## src/logic/spe_map.svh

```systemverilog
// constants for the switch period enable counter
// assumes a 100 MHz sys_clk
`ifndef SPE_MAP_SVH
`define SPE_MAP_SVH
`define SPE_CLK_MHZ        100
`define SPE_DISABLE_NS     177000
`define SPE_ENABLE_NS      140000
`define SPE_DISABLE_CYC    ((`SPE_DISABLE_NS * `SPE_CLK_MHZ) / 1000)
`define SPE_ENABLE_CYC     ((`SPE_ENABLE_NS * `SPE_CLK_MHZ) / 1000)
`define SPE_DISABLE_COUNT  63
`define SPE_ENABLE_COUNT   32
`define SPE_QUAL_NS        1000
`define SPE_QUAL_CYC       ((`SPE_QUAL_NS * `SPE_CLK_MHZ) / 1000)
`define SPE_WAKE_PERIOD_NS 30000
`define SPE_WAKE_PERIOD_CYC ((`SPE_WAKE_PERIOD_NS * `SPE_CLK_MHZ) / 1000)
`define SPE_WAKE_WIDTH_CYC 8
`define SPE_TIMER_W        24
`endif

```

## src/logic/spe_pkg.sv

```systemverilog
// types shared by the switch period enable counter
// assumes the constants come from spe_map.svh
package spe_pkg;
  typedef enum logic [0:0] {
    SPE_RELEASED,
    SPE_PULLED
  } spe_state_t;
endpackage

```

## src/logic/spe_wake_gen.sv

```systemverilog
// wake pulse generator: repeats short pulses while armed
// assumes arm is cleared by the caller on a power cycle or undervoltage
`timescale 1ns/10ps
`include "spe_map.svh"
module spe_wake_gen
(
  input  wire logic sys_clk,
  input  wire logic rst_n,
  input  wire logic trigger,
  input  wire logic stop,
  output logic      wake_pulse
);
  import spe_pkg::*;

  logic        armed;
  logic        next_armed;
  logic [15:0] tick;
  logic [15:0] next_tick;

  // arm on droop, disarm on stop; stop beats a new trigger
  always_comb
  begin
    next_armed = armed;
    next_tick  = tick;
    if (stop)
    begin
      next_armed = 1'b0;
      next_tick  = 16'h0000;
    end
    else if (trigger && !armed)
    begin
      next_armed = 1'b1;
      next_tick  = 16'h0000;
    end
    else if (armed)
    begin
      if (tick == 16'(`SPE_WAKE_PERIOD_CYC - 1))
        next_tick = 16'h0000;
      else
        next_tick = tick + 16'h0001;
    end
  end

  // registers only; the decisions sit in the block above
  always_ff @(posedge sys_clk)
  begin
    if (!rst_n)
    begin
      armed <= 1'b0;
      tick  <= 16'h0000;
    end
    else
    begin
      armed <= next_armed;
      tick  <= next_tick;
    end
  end

  // first pulse leaves right after arming
  assign wake_pulse = armed && (tick < 16'(`SPE_WAKE_WIDTH_CYC));

  AST_WAKE_REPEAT: assert property (@(posedge sys_clk) disable iff (!rst_n)
    armed && !stop && tick == 16'(`SPE_WAKE_PERIOD_CYC - 1)
    |=> wake_pulse)
    else $error("wake pulse did not repeat");
  AST_WAKE_STOP: assert property (@(posedge sys_clk) disable iff (!rst_n)
    stop |=> !wake_pulse)
    else $error("wake pulse after stop");
endmodule // spe_wake_gen

```

## src/logic/spe_counter.sv

```systemverilog
// switch period enable counter: period timer, hysteresis counts,
// open-drain enable output and wake request
// assumes sense_low and droop_detect are synchronous to sys_clk
//
// Functional notes
// - after reset output released while periods under disable interval
// - pull output low after 63 consecutive periods above disable interval
// - any period under disable interval clears the consecutive count
// - once pulled, stay pulled until periods drop below enable interval
// - release output after 32 cumulative periods below enable interval
// - long periods between short ones never reduce the enable count
// - wake events leave output state and both counts alone
// - in either state, supply droop raises a wake request
// - enable output is pull-down only, never driven high
// - detect only when sense stayed low past the qualifying time
// - wake pulses repeat until a power cycle or undervoltage
`timescale 1ns/10ps
`include "spe_map.svh"
module spe_counter
(
  input  wire logic sys_clk,
  input  wire logic rst_n,
  input  wire logic sense_low,
  input  wire logic droop_detect,
  input  wire logic undervoltage,
  output logic      secondary_enable_out_o,
  output logic      secondary_enable_out_oe_n,
  output logic      wake_o,
  output logic      wake_oe_n,
  output logic      power_cycle_detect,
  output spe_pkg::spe_state_t enable_state
);
  import spe_pkg::*;

  localparam int TW = `SPE_TIMER_W;

  logic [TW-1:0] qual_cnt;
  logic [TW-1:0] next_qual_cnt;
  logic          qualified;
  logic          next_qualified;
  logic          sense_prev;
  logic          next_sense_prev;
  logic [TW-1:0] period;
  logic [TW-1:0] next_period;
  logic          seen_first;
  logic          next_seen_first;
  logic [5:0]    dis_cnt;
  logic [5:0]    next_dis_cnt;
  logic [5:0]    en_cnt;
  logic [5:0]    next_en_cnt;
  spe_state_t    state;
  spe_state_t    next_state;
  logic          next_detect;
  logic          wake_pulse;
  logic          over_dis;
  logic          under_en;

  // qualify low time of the sense line; event at end of low phase
  always_comb
  begin
    next_sense_prev = sense_low;
    next_qual_cnt   = qual_cnt;
    next_qualified  = qualified;
    next_detect     = 1'b0;
    if (sense_low)
    begin
      if (qual_cnt != TW'(`SPE_QUAL_CYC))
        next_qual_cnt = qual_cnt + TW'(1);
      else
        next_qualified = 1'b1;
    end
    else
    begin
      next_qual_cnt  = '0;
      next_qualified = 1'b0;
      next_detect    = sense_prev && qualified;
    end
  end

  // a period equal to an interval counts as neither long nor short
  assign over_dis = period > TW'(`SPE_DISABLE_CYC);
  assign under_en = period < TW'(`SPE_ENABLE_CYC);

  // period timer and the two counters, stepped on each detect
  // wake_pulse is not an input here, so wake events cannot touch this
  always_comb
  begin
    next_period     = period;
    next_seen_first = seen_first;
    next_dis_cnt    = dis_cnt;
    next_en_cnt     = en_cnt;
    next_state      = state;
    if (period != '1)
      next_period = period + TW'(1); // saturate on very long gaps
    if (next_detect)
    begin
      next_period     = TW'(1);
      next_seen_first = 1'b1;
      if (seen_first)
      begin
        unique case (state)
          SPE_RELEASED:
          begin
            next_en_cnt = 6'h00;
            if (!over_dis)
              next_dis_cnt = 6'h00;
            else if (dis_cnt == 6'(`SPE_DISABLE_COUNT - 1))
            begin
              next_dis_cnt = 6'h00;
              next_state   = SPE_PULLED;
            end
            else
              next_dis_cnt = dis_cnt + 6'h01;
          end
          SPE_PULLED:
          begin
            next_dis_cnt = 6'h00;
            if (under_en)
            begin
              if (en_cnt == 6'(`SPE_ENABLE_COUNT - 1))
              begin
                next_en_cnt = 6'h00;
                next_state  = SPE_RELEASED;
              end
              else
                next_en_cnt = en_cnt + 6'h01;
            end
            // long periods keep the count as it stands
          end
        endcase
      end
    end
  end

  // state registers only; every decision is made in the blocks above
  always_ff @(posedge sys_clk)
  begin
    if (!rst_n)
    begin
      qual_cnt           <= '0;
      qualified          <= 1'b0;
      sense_prev         <= 1'b0;
      period             <= '0;
      seen_first         <= 1'b0;
      dis_cnt            <= 6'h00;
      en_cnt             <= 6'h00;
      state              <= SPE_RELEASED;
      power_cycle_detect <= 1'b0;
    end
    else
    begin
      qual_cnt           <= next_qual_cnt;
      qualified          <= next_qualified;
      sense_prev         <= next_sense_prev;
      period             <= next_period;
      seen_first         <= next_seen_first;
      dis_cnt            <= next_dis_cnt;
      en_cnt             <= next_en_cnt;
      state              <= next_state;
      power_cycle_detect <= next_detect;
    end
  end

  // wake burst; a detect or undervoltage ends it
  spe_wake_gen u_wake
  (
    .sys_clk    (sys_clk),
    .rst_n      (rst_n),
    .trigger    (droop_detect && !undervoltage),
    .stop       (next_detect || undervoltage),
    .wake_pulse (wake_pulse)
  );

  // both pins are pull-down only; enable low means the switch is on
  assign secondary_enable_out_o    = 1'b0;
  assign secondary_enable_out_oe_n = (state != SPE_PULLED);
  assign wake_o                    = 1'b0;
  assign wake_oe_n                 = !wake_pulse;
  assign enable_state              = state;

  // hysteresis, wake, open-drain and detect checks; counts only move at a qualified detect
  AST_DIS_PULL: assert property (@(posedge sys_clk) disable iff (!rst_n)
    next_detect && seen_first && state == SPE_RELEASED && over_dis
    && dis_cnt == 6'h3e |=> state == SPE_PULLED)
    else $error("output not pulled after 63 long periods");
  AST_DIS_CLEAR: assert property (@(posedge sys_clk) disable iff (!rst_n)
    next_detect && seen_first && state == SPE_RELEASED && !over_dis
    |=> dis_cnt == 6'h00 && state == SPE_RELEASED)
    else $error("short period did not clear disable count");
  AST_STAY_REL: assert property (@(posedge sys_clk) disable iff (!rst_n)
    state == SPE_RELEASED && dis_cnt < 6'h3e |=> state == SPE_RELEASED)
    else $error("output pulled too early");
  AST_EN_RELEASE: assert property (@(posedge sys_clk) disable iff (!rst_n)
    next_detect && state == SPE_PULLED && under_en && en_cnt == 6'h1f
    |=> state == SPE_RELEASED)
    else $error("output not released after 32 short periods");
  AST_EN_HOLD: assert property (@(posedge sys_clk) disable iff (!rst_n)
    state == SPE_PULLED && !(next_detect && under_en)
    |=> state == SPE_PULLED && en_cnt == $past(en_cnt))
    else $error("pulled state or enable count changed without short period");
  AST_EN_ZERO: assert property (@(posedge sys_clk) disable iff (!rst_n)
    state == SPE_RELEASED |=> state == SPE_PULLED || en_cnt == 6'h00)
    else $error("enable count kept while released");
  AST_WAKE_NEUTRAL: assert property (@(posedge sys_clk) disable iff (!rst_n)
    wake_pulse && !next_detect |=> dis_cnt == $past(dis_cnt)
    && en_cnt == $past(en_cnt) && state == $past(state))
    else $error("wake changed counts");
  AST_OD_ONLY: assert property (@(posedge sys_clk) disable iff (!rst_n)
    secondary_enable_out_o == 1'b0 && wake_o == 1'b0)
    else $error("open drain pin driven high");
  AST_DROOP_WAKE: assert property (@(posedge sys_clk) disable iff (!rst_n)
    droop_detect && !undervoltage && !next_detect && !u_wake.armed
    |=> !wake_oe_n)
    else $error("droop raised no wake");
  AST_DETECT_QUAL: assert property (@(posedge sys_clk) disable iff (!rst_n)
    power_cycle_detect |-> $past(qualified))
    else $error("detect without qualified low time");

  // main scenarios the bench is meant to reach
  COV_NEUTRAL: cover property (@(posedge sys_clk) disable iff (!rst_n)
    next_detect && state == SPE_PULLED && !under_en && !over_dis);
  COV_PULL: cover property (@(posedge sys_clk) disable iff (!rst_n)
    state == SPE_RELEASED ##1 state == SPE_PULLED);
  COV_RELEASE: cover property (@(posedge sys_clk) disable iff (!rst_n)
    state == SPE_PULLED ##1 state == SPE_RELEASED);
  COV_WAKE: cover property (@(posedge sys_clk) disable iff (!rst_n)
    $fell(wake_oe_n));
endmodule // spe_counter

```

## config.mk

```make
export PLATFORM = sky130hd
export DESIGN_NAME = spe_counter
export DESIGN_NICKNAME = d
export VERILOG_FILES = /design/src/logic/spe_pkg.sv /design/src/logic/spe_wake_gen.sv /design/src/logic/spe_counter.sv
export VERILOG_INCLUDE_DIRS = /design/src /design/src/logic
export SDC_FILE = /design/constraint.sdc
export NUM_CORES = 1
export LEC_CHECK = 0
export ABC_CLOCK_PERIOD_IN_PS = 5350
export BUFFER_PORTS_ARGS = -buffer_cell sky130_fd_sc_hd__buf_4
export CORE_ASPECT_RATIO = 0.9
export CORE_MARGIN = 4
export CORE_UTILIZATION = 60
export DETAILED_ROUTE_END_ITERATION = 8
export PLACE_DENSITY = 0.83
export SYNTH_ARGS = -nofsm -noshare
export SYNTH_HDL_FRONTEND = slang
export SYNTH_SLANG_ARGS = --single-unit
```

## constraint.sdc

```tcl
create_clock -name sys_clk -period 5.35 [get_ports sys_clk]
set_input_delay 0.535 -clock sys_clk [delete_from_list [all_inputs] [get_ports sys_clk]]
set_output_delay 0.535 -clock sys_clk [all_outputs]
set_load 0.02 [all_outputs]
```

==> results.md <==
* Outcome: completed
* Wirelength per Cell at 13.94 um
* Total number of vias at 3467
* Crit path from: qual_cnt[1]
* Row cnt at 28
* Yosys cell types at 60
* Top-count cell post-synth: dfxtp_1
* CTS Buf Count at 9
* RSZ-0062 raised after global routing: false
* CTS max path bufs at 2
* Avg Inst Size Synth at 8.457 um2
* CTS H-tree depth at 3
* # DRC at 0
* Setup crit start kind: register
* Post-synthesis cell area at 4178 um2
* Worst Max-Slew Pin Slew at 0.8671 ns
* Hold_buf cts at 0
* Setup_tns at 0 ns
* Final WL at roughly 8000 um
* Worst setup endpoint: qual_cnt[18]
* Leading area contributor after synthesis: dfxtp_1
* Post-synth top cells: dfxtp_1, nor2_1, nand2_1, xnor2_1, nand3_1
* Post-synth ARST share at 0
* Initial antenna violation count at 0
* DRT antenna net count at 0
* Sequential share of the synthesized area at 0.3929
* Worst reg2reg path startpoint: qual_cnt[1]
* Crit-path max FO at 8
* Relative slew slack at 0.4206
* Required time of the critical path at 5.61 ns
* Post-CTS setup buffers at 0
* Peak supply drop at 0.1498 mV
* Resized cells post-CTS at 0
* Worst clock skew at approximately 0.0061 ns
* First-pass DRT Iterations at 5
* Final worst path period share at 0.4035
* Top post-synthesis cells by area: dfxtp_1, xnor2_1, nor2_1
* Reg-to-Reg End: qual_cnt[18]
* I/O pin count at 11
* Die X at 95.96 um
* Ys Warns at 0
* First-pass GRT wire length at 14480 um
* GPL Wtd Cong at 0.8814
* Post-synth EDFFs at 0
* PD cells at 248.9 nW/um2
* Clock-pin slew on the worst setup and hold paths at 0.08 ns
* HP Class: in2reg
* Post-layout util at 0.6662
* Post-DP HPWL at 5774 um
* Largest net degree at the start of global routing at 27
* Arrival time worst endpoint at 2.42 ns
* CP Capture Type: register
* Drt initial violations at 251
* Max-slew violations at 0
* Max Clock Freq at about 0.46 GHz
* Total power at 1.104 mW
* Starting Density at 0.6276
* Setup slack, reg-to-reg at 3.19 ns
* Leak pwr at ~1.5 nW
* Reg2Reg Depth at 5
* Maxcap violations at 0
* P&R area growth vs syn at 6.139%
* Remaining Overflow, GRT at 0
* Worst setup path class: reg2reg
* Synth top area share at 0.3929
* Final #Nets at 505
* Buffers on Ports at 8
* Global-route usage over all layers at 0.2134
* Die Y at 87.16 um
* Die ar. at 8363 um2
* Fillers at 542
* Clk_lat worst skew at 0.34 ns
* Top FF cell, synth: dfxtp_1
* ANT cells at 0
* Core ar. at 6656 um2
* CTS Sinks at 82
* Setup violators final at 0
* Via/cell ratio at 5.906
* Post-Synthesis Cells at 494
* Non-filler cells, final at about 590
* Placed cell count at about 570
* Hold violation count in the final report at 0
* Synthesis-stage register bit count at between 80 and 90
* Fraction of layout cells with a size suffix above 1 at 0.08451
* Root Driver: clkbuf_8
* Final min period at about 2.2 ns
* CTS tree: built
* Vias in the first global route at 3220
how the worst min path moves through the flow:
stage                            start           end  slack [ns]  cells after the start
after global placement       en_cnt[1]     en_cnt[1]        0.48                      2
after global routing      undervoltage  u_wake.armed        0.35                      2
after floorplan             seen_first    seen_first        0.46                      2
final                     undervoltage  u_wake.armed        0.36                      2
after detailed placement     en_cnt[1]     en_cnt[1]        0.48                      2
after CTS                 undervoltage  u_wake.armed        0.34                      2
cell type report:
| cell class | instances | area (um2) | share of cell area |
|---|---|---|---|
| clock inverters | 5 | 52.55 | 0.01185 |
| inverters | 16 | 60.06 | 0.01354 |
| repair buffers | 9 | 67.56 | 0.01524 |
| multi-input cells | 374 | 2349 | 0.5296 |
| well taps | 90 | 112.6 | 0.02540 |
| flip-flops and latches | 82 | 1642 | 0.3702 |
| clock buffers | 11 | 151.4 | 0.03414 |
registers in the layout, summed over array words and instances (netlist names):
name and count:
dis_cnt 6, en_cnt 6, enable_state 1, period 24, power_cycle_detect 1, qual_cnt 24, qualified 1, seen_first 1
sense_prev 1, u_wake.armed 1, u_wake.tick 16
power by group:
| group | switching (mW) | internal [mW] | total [mW] |
|---|---|---|---|
| Clock | 0.214 | 0.239 | 0.453 |
| Combinational | 0.0222 | 0.0111 | 0.0333 |
| Sequential | 0.00412 | 0.613 | 0.617 |
metal layers:
layer / global-route usage / share of wire / vias up
li1: - / - / 1759
met2: 0.3409 / 0.45 / 58
met1: 0.2881 / 0.49 / 1642
met3: 0.05445 / 0.043 / 8
met5: 0 / 0 / -
met4: 0.05297 / 0.0083 / 0
per-stage QoR:
| step | setup WS, ns | hold WS [ns] | instance area, um2 |
|---|---|---|---|
| floorplan | 3.447 | 0.4564 | 4182 |
| global placement | 3.106 | 0.4793 | 4230 |
| detailed placement | 3.023 | 0.4834 | 4230 |
| CTS | 3.187 | 0.3438 | 4434 |
| global route | 3.015 | 0.3481 | 4434 |
| finish | 3.192 | 0.3615 | 4434 |
worst max-delay path, cell delays in order, from the launching register on:
cell and delay (ns):
dfxtp_1 0.40, ha_1 0.26, nand4_2 0.21, or4_1 0.68
or3_1 0.36, a21oi_1 0.15
cell usage in the layout (no fill, tap or decap), types with 6 or more instances in the layout:
cell type / count
nor2_1: 69
and4_1: 6
or3_1: 10
or4_1: 6
ha_1: 8
nand3_1: 29
inv_1: 15
xor2_1: 12
nand2_1: 42
o21ai_0: 9
nor3_1: 15
a21oi_1: 23
xnor2_1: 34
buf_4: 9
clkbuf_8: 11
a31oi_1: 6
and3_1: 7
nand4_1: 20
dfxtp_1: 82
nor4_1: 14
cells by family after synthesis:
kind of cell,after synthesis,synth area share
buffers and inverters,39,0.04582
DFF,82,0.3929
muxes,3,0.007188
xor gates and xnor gates,46,0.09644
adders and majority gates,8,0.02396
AOI/OAI and AO/OA,67,0.1099
and+or+nand+nor,248,0.3229
other,1,0.0008976
(Power assumes the default switching activity.)
